<file path="src/hw/dar_pkg.sv">
// package: offsets, field positions, reset values and timing for address/reset bank
package dar_pkg;
  localparam logic [7:0] DAR_OFS_TARGET_ADDR = 8'h00;
  localparam logic [7:0] DAR_OFS_SOFT_RESET = 8'h01;
  localparam int DAR_ADDR_MSB = 7;
  localparam int DAR_ADDR_LSB = 1;
  localparam int DAR_SRC_SEL_BIT = 0;
  localparam int DAR_FULL_RST_BIT = 1;
  localparam int DAR_KEEP_RST_BIT = 0;
  localparam logic [7:0] DAR_SOFT_RESET_RST = 8'h04;
  localparam logic [7:0] DAR_SOFT_RESET_KEEP_MASK = 8'hfc;
  localparam logic DAR_SRC_SEL_RST = 1'b0;
  // reset pulse length minus one, in core clock cycles
  localparam int DAR_PULSE_CYCLES = 4;
  localparam int DAR_CNT_W = 3;
  typedef enum logic [1:0] {
    DAR_ST_IDLE = 2'b00,
    DAR_ST_FULL = 2'b01,
    DAR_ST_KEEP = 2'b10
  } dar_state_t;
endpackage : dar_pkg

</file>
<file path="src/hw/dar_pulse_timer.sv">
// pulse timer: holds a reset pulse for a fixed number of cycles
`timescale 1ns/100ps
module dar_pulse_timer #(
  parameter int CYCLES = 4,
  parameter int CNT_W = 3
) (
  input wire logic clock,
  input wire logic rst,
  input wire logic start,
  output logic busy
);
  logic [CNT_W-1:0] cnt_q;
  logic [CNT_W-1:0] cnt_d;

  always_comb begin
    cnt_d = cnt_q;
    if (start) begin
      cnt_d = CNT_W'(CYCLES);
    end else if (cnt_q != '0) begin
      cnt_d = cnt_q - CNT_W'(1);
    end
  end

  always_ff @(posedge clock) begin
    if (rst) begin
      cnt_q <= '0;
    end else begin
      cnt_q <= cnt_d;
    end
  end

  assign busy = (cnt_q != '0);
endmodule : dar_pulse_timer

</file>
<file path="src/hw/dar_top.sv">
// target address register and software reset register bank
`timescale 1ns/100ps
module dar_top
  import dar_pkg::*;
#(
  parameter int PULSE_CYCLES = DAR_PULSE_CYCLES
) (
  input wire logic clock,
  input wire logic rst,
  input wire logic [6:0] address_strap_pin,
  input wire logic reg_wr,
  input wire logic reg_rd,
  input wire logic [7:0] reg_addr,
  input wire logic [7:0] reg_wdata,
  output logic [7:0] reg_rdata,
  output logic [6:0] own_target_address,
  output logic logic_reset_out,
  output logic full_logic_reset_out
);
  logic [6:0] strap_q;
  logic [6:0] strap_d;
  logic strap_taken_q;
  logic strap_taken_d;
  logic [6:0] addr_q;
  logic [6:0] addr_d;
  logic src_q;
  logic src_d;
  logic [7:0] rsv_q;
  logic [7:0] rsv_d;
  logic [7:0] rdata_q;
  logic [7:0] rdata_d;
  logic [6:0] own_q;
  logic [6:0] own_d;
  logic rst_any_q;
  logic rst_any_d;
  logic rst_full_q;
  logic rst_full_d;
  dar_state_t st_q;
  dar_state_t st_d;
  logic timer_start;
  logic timer_busy;
  logic wr_addr;
  logic wr_rst;
  logic full_req;
  logic keep_req;
  logic reg_clear;

  assign wr_addr = reg_wr && (reg_addr == DAR_OFS_TARGET_ADDR);
  assign wr_rst = reg_wr && (reg_addr == DAR_OFS_SOFT_RESET);
  assign full_req = wr_rst && reg_wdata[DAR_FULL_RST_BIT];
  assign keep_req = wr_rst && reg_wdata[DAR_KEEP_RST_BIT] && !full_req;
  // registers are cleared by the pin reset and by the full soft reset
  assign reg_clear = (st_q == DAR_ST_FULL);

  // strap captured once after reset release, kept across soft resets
  always_ff @(posedge clock) begin
    if (rst) begin
      strap_taken_q <= 1'b0;
      strap_q <= '0;
    end else begin
      strap_taken_q <= strap_taken_d;
      strap_q <= strap_d;
    end
  end

  always_comb begin
    strap_taken_d = 1'b1;
    strap_d = strap_q;
    if (!strap_taken_q) begin
      strap_d = address_strap_pin;
    end
  end

  always_comb begin
    addr_d = addr_q;
    src_d = src_q;
    rsv_d = rsv_q;
    if (!strap_taken_q) begin
      addr_d = address_strap_pin;
    end else if (reg_clear) begin
      addr_d = strap_q;
      src_d = DAR_SRC_SEL_RST;
      rsv_d = DAR_SOFT_RESET_RST;
    end else if (wr_addr) begin
      addr_d = reg_wdata[DAR_ADDR_MSB:DAR_ADDR_LSB];
      src_d = reg_wdata[DAR_SRC_SEL_BIT];
    end else if (wr_rst) begin
      // only reserved bits store; the reset bits are self-clearing
      rsv_d = reg_wdata & DAR_SOFT_RESET_KEEP_MASK;
    end
  end

  always_ff @(posedge clock) begin
    if (rst) begin
      addr_q <= '0;
      src_q <= DAR_SRC_SEL_RST;
      rsv_q <= DAR_SOFT_RESET_RST;
    end else begin
      addr_q <= addr_d;
      src_q <= src_d;
      rsv_q <= rsv_d;
    end
  end

  // effective address registered from next values: strap unless overridden
  always_comb begin
    own_d = strap_d;
    if (src_d) begin
      own_d = addr_d;
    end
  end

  always_ff @(posedge clock) begin
    if (rst) begin
      own_q <= '0;
    end else begin
      own_q <= own_d;
    end
  end

  // reset sequencer: a full reset outranks a keep-registers reset
  always_comb begin
    st_d = st_q;
    timer_start = 1'b0;
    unique case (st_q)
      DAR_ST_IDLE: begin
        if (full_req) begin
          st_d = DAR_ST_FULL;
          timer_start = 1'b1;
        end else if (keep_req) begin
          st_d = DAR_ST_KEEP;
          timer_start = 1'b1;
        end
      end
      DAR_ST_FULL, DAR_ST_KEEP: begin
        if (!timer_busy) begin
          st_d = DAR_ST_IDLE;
        end
      end
      default: st_d = DAR_ST_IDLE;
    endcase
  end

  always_ff @(posedge clock) begin
    if (rst) begin
      st_q <= DAR_ST_IDLE;
    end else begin
      st_q <= st_d;
    end
  end

  // reset outputs are flops, so no decode glitch reaches a reset net
  always_comb begin
    rst_any_d = 1'b0;
    rst_full_d = 1'b0;
    unique case (st_d)
      DAR_ST_IDLE: begin
        rst_any_d = 1'b0;
      end
      DAR_ST_FULL: begin
        rst_any_d = 1'b1;
        rst_full_d = 1'b1;
      end
      DAR_ST_KEEP: begin
        rst_any_d = 1'b1;
      end
      default: begin
        rst_any_d = 1'b0;
      end
    endcase
  end

  always_ff @(posedge clock) begin
    if (rst) begin
      rst_any_q <= 1'b0;
      rst_full_q <= 1'b0;
    end else begin
      rst_any_q <= rst_any_d;
      rst_full_q <= rst_full_d;
    end
  end

  dar_pulse_timer #(
    .CYCLES(PULSE_CYCLES),
    .CNT_W(DAR_CNT_W)
  ) u_timer (
    .clock(clock),
    .rst(rst),
    .start(timer_start),
    .busy(timer_busy)
  );

  always_comb begin
    rdata_d = rdata_q;
    if (reg_rd) begin
      unique case (reg_addr)
        DAR_OFS_TARGET_ADDR: rdata_d = {addr_q, src_q};
        DAR_OFS_SOFT_RESET: rdata_d = rsv_q;
        default: rdata_d = 8'h00;
      endcase
    end
  end

  always_ff @(posedge clock) begin
    if (rst) begin
      rdata_q <= 8'h00;
    end else begin
      rdata_q <= rdata_d;
    end
  end

  assign reg_rdata = rdata_q;
  assign own_target_address = own_q;
  assign logic_reset_out = rst_any_q;
  assign full_logic_reset_out = rst_full_q;
endmodule : dar_top
</file>
<file path="config.mk">
export PLATFORM = sky130hd
export DESIGN_NAME = dar_top
export DESIGN_NICKNAME = d
export VERILOG_FILES = /design/src/hw/dar_pkg.sv /design/src/hw/dar_pulse_timer.sv /design/src/hw/dar_top.sv
export SDC_FILE = /design/constraint.sdc
export NUM_CORES = 1
export LEC_CHECK = 0
export BUFFER_PORTS_ARGS = -buffer_cell sky130_fd_sc_hd__buf_2
export CORE_ASPECT_RATIO = 1.2
export CORE_MARGIN = 2
export CORE_UTILIZATION = 35
export CTS_CLUSTER_DIAMETER = 40
export CTS_CLUSTER_SIZE = 24
export DETAILED_ROUTE_END_ITERATION = 12
export PLACE_DENSITY = 0.56
export SYNTH_ARGS = -nofsm -noshare
export SYNTH_HDL_FRONTEND = slang
export SYNTH_SLANG_ARGS = --single-unit
</file>
<file path="constraint.sdc">
create_clock -name clock -period 2.1 [get_ports clock]
set_input_delay 0.63 -clock clock [delete_from_list [all_inputs] [get_ports clock]]
set_output_delay 0.63 -clock clock [all_outputs]
set_load 0.005 [all_outputs]
</file>
==> results of run 1 <==
-- routing by layer --
| layer | routed length, um | up-vias | track usage, % |
|---|---|---|---|
| li1 | - | 951 | - |
| met3 | 215 | 6 | 3.700 |
| met5 | 0 | - | 0 |
| met1 | 2413 | 852 | 20.50 |
| met2 | 2331 | 37 | 24.64 |
| met4 | 73 | 0 | 6.140 |
-- cell type report --
class	count	area (um^2)	area share (%)
Tap cell	82	102.6	3.793
Clock buffer	6	82.58	3.053
Multi-Input combinational cell	159	1181	43.66
Inverter	11	41.29	1.526
Clock inverter	2	38.79	1.434
Timing Repair Buffer	63	377.9	13.97
Sequential cell	44	880.8	32.56
-- cells by family after synthesis --
logic type | share of synthesized area [%]
simple gates | 26.16
mux | 7.234
fa+ha+maj | 3.472
buf+inv | 4.976
compound gates | 17.01
xor+xnor | 0.4052
flops | 40.74
-- worst reg2reg max path: cells and delay by family (launching register included) --
kind                       cells  cell delay, ps
buffers and inverters          1              60
adders and majority gates      1             230
and+or+nand+nor                2             810
AOI/OAI and AO/OA              1             100
muxes                          1             280
DFF                            1             340
-- through the flow --
step	instance area [um^2]	worst slack [ps]	power (mW)	hold WS [ps]
2_1_floorplan	2167	3.081	1.140	447.4
3_3_place_gp	2581	-69.36	1.241	456.6
3_5_place_dp	2581	-94.71	1.246	456.9
4_1_cts	2703	85.64	1.941	471.5
5_1_grt	2705	18.03	2.017	489.1
6_report	2705	174.4	1.920	465.4
-- cell usage in the layout (no fill, tap or decap), types with 2 or more instances in the layout --
cell type  count
buf_4         19
nand3_1        7
buf_2         43
o221ai_1       6
nor4_2         6
clkbuf_8       6
inv_1         11
a211oi_1       7
a21oi_1       15
or4b_2         5
nand4b_1       2
ha_1           5
mux2_2        13
nand2b_1       9
dfxtp_1       44
nor2_1        21
nand4_1        2
nor2b_1        9
o211a_1        2
nor3_1         4
o32ai_1        4
and3_1         2
o21a_1         2
a41oi_1        2
nand2_1        8
or3_1          2
-- flip-flops by register name, summed over array words and instances, names as in the netlist --
name / count
st_q: 2
strap_taken_q: 1
rsv_q: 6
full_logic_reset_out: 1
logic_reset_out: 1
reg_rdata: 8
own_target_address: 7
u_timer.cnt_q: 3
addr_q: 7
src_q: 1
strap_q: 7
-- worst max path at each step --
stage	end	depth (start not counted)
final	own_target_address[1]	6
after global routing	own_target_address[2]	6
after CTS	own_target_address[1]	6
after detailed placement	logic_reset_out	7
after global placement	logic_reset_out	7
after floorplan	logic_reset_out	6
-- where the power goes --
part	switching, mW	internal, mW	total (mW)
clock	0.305	0.389	0.695
combinational	0.159	0.150	0.309
sequential	0.0287	0.888	0.916
total	0.493	1.43	1.92
-- cells in the mapped netlist (3+ instances only) --
master	count	area [um^2]
dfxtp_1	44	880.8
nor4_2	6	75.07
a211oi_1	7	52.55
buf_2	5	25.02
nor3_1	4	20.02
inv_1	11	41.29
nor2_1	21	78.83
nand2_1	8	30.03
and3_1	3	18.77
mux2_2	13	146.4
nand2b_1	9	56.30
nand3_1	7	35.03
o32ai_1	4	35.03
clkbuf_1	4	15.01
o221ai_1	6	52.55
or4b_2	5	50.05
ha_1	6	75.07
nor2b_1	9	56.30
a21oi_1	15	75.07
==> flow_summary.ini, run 1 <==
[min_path]
whs_endpoint = reg_rdata[5]
min_path_type = reg -> reg
hold_start = reg_rdata[5]
hold_path_depth = 2

[sta]
setup_tns_ps = 0
rsz0062_at_grt = false
fin_crit_sh_pct = 91.69
setup_viol = 0
tightest_slew_ps = 396.7
drv_slew = 0
hold_viol_final = 0
max_slew_margin_pct = 73.52
max_freq_ghz = 0.5193
finClkSkew_ps = 5.842
fin_crit_ps = 1926

[floorplan]
coreArea_um2 = 6012
chipHeight_um = 90.10
die_w_um = 75.75
initial_core_util_pct = 35.96
die_area_um2 = 6825
num_io_pins = 44
core.rowCount = 31

[critical_path]
path_buf_inv = 1
end_kind = flip-flop
path_cells = inv_1 > ha_2 > or4b_2 > nor4_2 > a211oi_1 > mux2_2
arrival_ps = 2130
cp_slowest_cell = or4b_2
cpPeakStageDelay_ps = 660
cpLargestDelayFamily = simple AND/OR/NAND/NOR gates
r2r-start = st_q[1]
timing.critical_path.from = st_q[1]
rr_endpoint = own_target_address[1]
startpoint_type = flip-flop
required_ps = 2300
worstSetupPathType = reg -> reg
ff2ff_path_depth = 6
ff2ff_setup_slack_ps = 170
crit_path_max_fanout = 10

[route]
drt-initial-drc-count = 92
ant_nets = 0
post-route-drc-count = 0
num_vias = 1846
drt-total-wl_um = 5033
wire_per_inst_um = 13.71
viasPerCell = 5.030
firstDrtPassIters = 4

[clock_network]
cts_tree = yes
cts.sinks = 44
cts_buffers = 5
cts.path.max_buffers = 2
clk_pin_slew_worst_paths_ps = 90
post-cts-setup-buffer-count = 0
root_buffer = clkbuf_8
cts_hold_buffers = 0
htree_num_levels = 2
cts_resized = 0
clkLatencyLatePin_ps = 300

[layout]
nets = 317
finalNonFillerCells = 367
nFillCells = 603
fin_util_pct = 44.99
drive_above_1_share_pct = 36.49
area_growth_pct = 25.12
n_antenna_cell = 0

[placement]
dp_hpwl_um = 3785
portBuffers = 43
place_inst = 359
gp_congestion = 0.7573

[synthesis]
synthArstFlopShare_pct = 0
synth_seq_cells = 44
syn_inst = 226
synth_edf_count = 0
synth_nets = 259
yosys_warnings = 0
synth-main-ff-cell = dfxtp_1
synth.cell_area_um2 = 2162
ys_seq_area_share_pct = 40.74
avgSynthCellArea_um2 = 9.567
yosysUniqueCellTypes = 51

[grt]
grt_first_pass_wirelength_um = 8259
antenna_found_initial = 0
grt_pass1_vias = 1758
grt_max_degree = 30
grt_use_total_pct = 15.76
grt.overflow.total = 0

[pwr]
p_leak_nw = 1.091
power_density_nw_per_um2 = 709.7
vdd_ir_drop_max_mv = 0.4894

[job]
maxCapViolCount = 0

[run_status]
status = complete, no violations
(Power assumes the default switching activity.)
==> inputs of run 2 (changes only) <==
- MAX_ROUTING_LAYER: unset -> met4
==> run 2 against run 1 <==
Utilization unchanged. Setup slack better by 2.0 ps. Flip-flop and latch count unchanged. Clock skew is essentially flat. First-iteration DRC count rose by 9.8%. Sequential share of layout area stayed put. Cell area did not move. Clock power is essentially flat. Critical path depth stayed put. Critical endpoint unchanged. Count of clock-buffer cells in the layout is the same. Non-clock buffer count unchanged. Final cell count unchanged.
==> flow_summary.ini, run 2 (synthesis gave the netlist of run 1 again) <==
[run_status]
status = complete, no violations

[layout]
final_cell_mix = dfxtp_1 (44), buf_2 (43), nor2_1 (21)
nets = 317
finalNonFillerCells = 367
n_antenna_cell = 0
area_growth_pct = 25.12
final_common_cell = dfxtp_1
largest_reg_flops = 8
drive_above_1_share_pct = 36.49

[clock_network]
root_buffer = clkbuf_8
clk_pin_slew_worst_paths_ps = 90
cts_hold_buffers = 0
htree_num_levels = 2
cts.sinks = 44
clkLatencyLatePin_ps = 300
cts_buffers = 5
cts.path.max_buffers = 2
cts_tree = yes

[sta]
fin_crit_ps = 1924
drv_slew = 0
rsz0062_at_grt = false
max_slew_margin_pct = 73.44
fin_crit_sh_pct = 91.60
finClkSkew_ps = 6.309
max_freq_ghz = 0.5199
setup_viol = 0
tightest_slew_ps = 397.9
hold_viol_final = 0

[grt]
grt_util_met1_pct = 20.57
top_usage_layer = met2
grt_first_pass_wirelength_um = 8238
grt_pass1_vias = 1757
antenna_found_initial = 0
grt_use_total_pct = 16.16
grt_use_met2_pct = 24.71
grt.overflow.total = 0
gr-usage-met3_pct = 3.363
grt_max_degree = 30

[pwr]
swShare_pct = 25.61
clkPwrFrac_pct = 36.1
finalPower_mw = 1.918
vdd_ir_drop_max_mv = 0.4871
seqPwrFrac_pct = 47.8
comb_power_share_pct = 16.1
internal_power_mw = 1.427
net-switching-power_mw = 0.4912
p_leak_nw = 1.091
power_density_nw_per_um2 = 709.1

[placement]
gp_congestion = 0.7672
place_inst = 359
dp_hpwl_um = 3785
portBuffers = 43

[floorplan]
chipHeight_um = 90.10
die_w_um = 75.75
coreArea_um2 = 6012
core.rowCount = 31
initial_core_util_pct = 35.96
die_area_um2 = 6825
num_io_pins = 44

[critical_path]
end_kind = flip-flop
worstSetupPathType = reg -> reg
required_ps = 2300
ff2ff_path_depth = 6
arrival_ps = 2120
startpoint_type = flip-flop
crit_path_max_fanout = 10

[route]
firstDrtPassIters = 4
wire_per_inst_um = 13.64
drt-initial-drc-count = 101
viasPerCell = 5.003
post-route-drc-count = 0
num_vias = 1836
drt-total-wl_um = 5007
ant_nets = 0

[min_path]
hold_path_depth = 2
min_path_type = reg -> reg

[job]
maxCapViolCount = 0
==> run 2: cell counts in the layout (fill, tap and decap cells not counted) <==
No cell type changed its count.
==> run 2: worst paths after layout <==
check	startpoint	end	slack [ps]
setup / recovery	st_q[1]	own_target_address[1]	180
hold / removal	reg_rdata[5]	reg_rdata[5]	470
setup reg to reg	st_q[1]	own_target_address[1]	180
hold reg to reg	reg_rdata[5]	reg_rdata[5]	470
==> run 2: stage by stage <==
step | util [%] | instance area (um^2) | hold slack, ps | TNS (ps) | setup WS (ps)
2_1_floorplan | - | 2167 | 447.4 | 0 | 3.081
3_3_place_gp | 42.93 | 2581 | 456.6 | -345.7 | -69.36
3_5_place_dp | 42.93 | 2581 | 456.9 | -445.1 | -94.71
4_1_cts | 44.95 | 2703 | 471.5 | 0 | 85.64
5_1_grt | 44.99 | 2705 | 489.1 | 0 | 21.36
6_report | 44.99 | 2705 | 465.4 | 0 | 176.4
==> run 2: power groups by stage <==
stage          logic (mW)  clock network, mW  registers, mW
6_report            0.309              0.693          0.916
5_1_grt             0.349              0.742          0.923
4_1_cts             0.312              0.712          0.916
3_5_place_dp        0.310                  0          0.936
3_3_place_gp        0.306                  0          0.935
2_1_floorplan       0.210                  0          0.930
==> run 2: layer usage <==
| metal | vias up | part of all wire [%] | wire length, um |
|---|---|---|---|
| met5 | - | 0 | 0 |
| met4 | 0 | 1.1 | 55 |
| met3 | 4 | 3.9 | 195 |
| met2 | 35 | 47 | 2349 |
| met1 | 845 | 48 | 2408 |
| li1 | 952 | - | - |
==> run 2: final cells by class <==
cell class / count / area [um^2]
Fill cell: 603 / 3307
Clock buffer: 6 / 82.58
Timing Repair Buffer: 63 / 377.9
Inverter: 11 / 41.29
Multi-Input combinational cell: 159 / 1181
Clock inverter: 2 / 38.79
Tap cell: 82 / 102.6
Sequential cell: 44 / 880.8
==> run 2: worst max-delay path, stage by stage (launching register included) <==
cell      delay [ps]
dfxtp_1          340
inv_1             60
ha_2             230
or4b_2           660
nor4_2           150
a211oi_1         100
mux2_2           280
==> run 2: timing repair <==
action | CTS | global route
setup endpoints to repair | 0 | 6
resized for setup | 0 | 1
buffers inserted | 0 | 0
==> inputs of run 3 (changes only) <==
- ABC_AREA: unset -> 1
- CORE_UTILIZATION: 35 -> 30
- PLACE_DENSITY: 0.56 -> 0.5
- SETUP_SLACK_MARGIN: unset -> 0.1
==> run 3 against run 2 <==
Count of clock-buffer cells in the layout rose by 1. Clock power fell by 19%. Critical path type is now in -> reg. Sequential power fell by 0.9%. Power fell by 8.9%. Via count rose by 0.60%. Maximum frequency rose by 15%. Utilization fell by 8.6 points. Largest cell class unchanged. Synthesized cell count rose by 26%. Area after synthesis fell by 5.3%. Largest power group unchanged.
==> flow_summary.ini, run 3 <==
[run_status]
status = complete, no violations

[pwr]
seqPwrFrac_pct = 52.0
internal_power_mw = 1.269
p_leak_nw = 1.204
clkPwrFrac_pct = 31.9
power_density_nw_per_um2 = 713.9
net-switching-power_mw = 0.4790
comb_power_share_pct = 16.1
swShare_pct = 27.40
vdd_ir_drop_max_mv = 0.2637

[critical_path]
required_ps = 2340
arrival_ps = 1910
end_kind = flip-flop
crit_path_max_fanout = 2
startpoint_type = input pin
ff2ff_path_depth = 6
worstSetupPathType = in -> reg

[route]
drt-total-wl_um = 4629
firstDrtPassIters = 4
viasPerCell = 4.440
post-route-drc-count = 0
num_vias = 1847
wire_per_inst_um = 11.13
drt-initial-drc-count = 103
ant_nets = 0

[layout]
fin_util_pct = 36.38
area_growth_pct = 19.55
finalNonFillerCells = 416
final_cell_mix = nand2_1 (76), dfxtp_1 (44), buf_2 (43)
final_common_cell = nand2_1
largest_reg_flops = 8
nets = 361
n_antenna_cell = 0
drive_above_1_share_pct = 20.67
nFillCells = 731

[min_path]
hold_path_depth = 2
min_path_type = reg -> reg

[clock_network]
cts.path.max_buffers = 2
cts_buffers = 5
htree_num_levels = 2
cts_tree = yes
clkLatencyLatePin_ps = 300
cts.sinks = 44
clk_pin_slew_worst_paths_ps = 80
root_buffer = clkbuf_8
cts_hold_buffers = 0
post-cts-setup-buffer-count = 0
cts_resized = 0

[floorplan]
coreArea_um2 = 6730
initial_core_util_pct = 30.43
num_io_pins = 44
die_area_um2 = 7507
chipHeight_um = 94.52
die_w_um = 79.43
core.rowCount = 33

[sta]
max_slew_margin_pct = 65.36
fin_crit_sh_pct = 79.49
setup_tns_ps = 0
drv_slew = 0
tightest_slew_ps = 516.3
max_freq_ghz = 0.5990
setup_viol = 0
finClkSkew_ps = 4.522
setup_slack_ps = 430.7
fin_crit_ps = 1669
rsz0062_at_grt = false
whs_ps = 464.9
hold_viol_final = 0

[grt]
gr-usage-met3_pct = 2.772
grt_pass1_vias = 1799
antenna_found_initial = 0
top_usage_layer = met2
grt.overflow.total = 0
grt_first_pass_wirelength_um = 7983
grt_max_degree = 26
grt_use_met2_pct = 23.18
grt_util_met1_pct = 16.24
grt_use_total_pct = 13.62

[placement]
dp_hpwl_um = 3354
portBuffers = 43
gp_congestion = 0.7778
place_inst = 408
place_ws_ps = 112.5

[synthesis]
avgSynthCellArea_um2 = 7.212
synth_edf_count = 0
synth_seq_cells = 44
yosys_warnings = 0
synth_top_area_cell = dfxtp_1
synthTopCellsByArea = dfxtp_1 (43%), nand2_1 (14%), nor2_1 (7.3%), nand3_1 (5.6%), a21oi_1 (5.4%)
synth_nets = 317
synthArstFlopShare_pct = 0
yosys-top-cells-count = nand2_1 (76), dfxtp_1 (44), nor2_1 (40), nand3_1 (23)
syn_inst = 284
ys_seq_area_share_pct = 43.01
yosysUniqueCellTypes = 26
yosysMostFrequentCell = nand2_1
yosysTopAreaCellShare_pct = 43.01
synth-main-ff-cell = dfxtp_1
synth.cell_area_um2 = 2048

[job]
maxCapViolCount = 0
==> run 3: cell count changes in the layout (fill, tap and decap cells not counted), moves of 11 or more <==
cell,delta
buf_4,-13
inv_1,+11
mux2_2,-13
nand2_1,+68
nand3_1,+16
nor2_1,+19
==> run 3: cell type report <==
type | instances | area (um^2) | area share, %
Multi-Input combinational cell | 203 | 1010 | 41.24
Inverter | 25 | 95.09 | 3.883
Clock inverter | 1 | 7.507 | 0.3066
Clock buffer | 7 | 86.33 | 3.526
Timing Repair Buffer | 49 | 260.3 | 10.63
Sequential cell | 44 | 880.8 | 35.97
Tap cell | 87 | 108.9 | 4.446
==> run 3: metrics by stage <==
| step | total power [mW] | area (um^2) |
|---|---|---|
| 2_1_floorplan | 1.124 | 2048 |
| 3_3_place_gp | 1.205 | 2355 |
| 3_5_place_dp | 1.212 | 2355 |
| 4_1_cts | 1.777 | 2449 |
| 5_1_grt | 1.858 | 2449 |
| 6_report | 1.748 | 2449 |
==> run 3: final timing paths <==
check                startpoint                     to  slack [ps]
setup / recovery    reg_addr[7]        logic_reset_out         430
hold / removal         rsv_q[3]               rsv_q[3]         460
setup reg to reg  strap_taken_q  own_target_address[2]         530
hold reg to reg        rsv_q[3]               rsv_q[3]         460
==> run 3: kinds of logic after synthesis <==
kind of cell               count (synthesis)  share of synthesized area [%]
DFF                                       44                          43.01
adders and majority gates                  6                          3.665
buffers and inverters                     37                          7.697
and+or+nand+nor                          156                          33.41
xor gates and xnor gates                   1                         0.4277
AOI/OAI and AO/OA                         40                          11.79
==> run 3: power by group through the flow <==
stage	Sequential [mW]	Combinational, mW	Clock [mW]
after floorplan	0.927	0.197	0
after global placement	0.927	0.279	0
after detailed placement	0.928	0.285	0
after CTS	0.908	0.286	0.582
after global routing	0.916	0.329	0.613
final	0.908	0.282	0.558
==> run 3: layer usage <==
metal | wire length (um) | share of wire (%) | vias up
met3 | 225 | 4.9 | 5
met5 | 0 | 0 | -
met2 | 2135 | 46 | 44
met1 | 2206 | 48 | 797
met4 | 62 | 1.3 | 0
li1 | - | - | 1001
==> run 3: critical path, stage by stage <==
cell	delay [ps]
buf_2	100
nor2_2	100
nand2_2	120
nor2_4	140
nand2_2	60
nor2_1	90
nand2_1	70
nand2_1	60
nand2_1	40
nand2_1	70
inv_1	40
ha_1	270
nor2_1	100
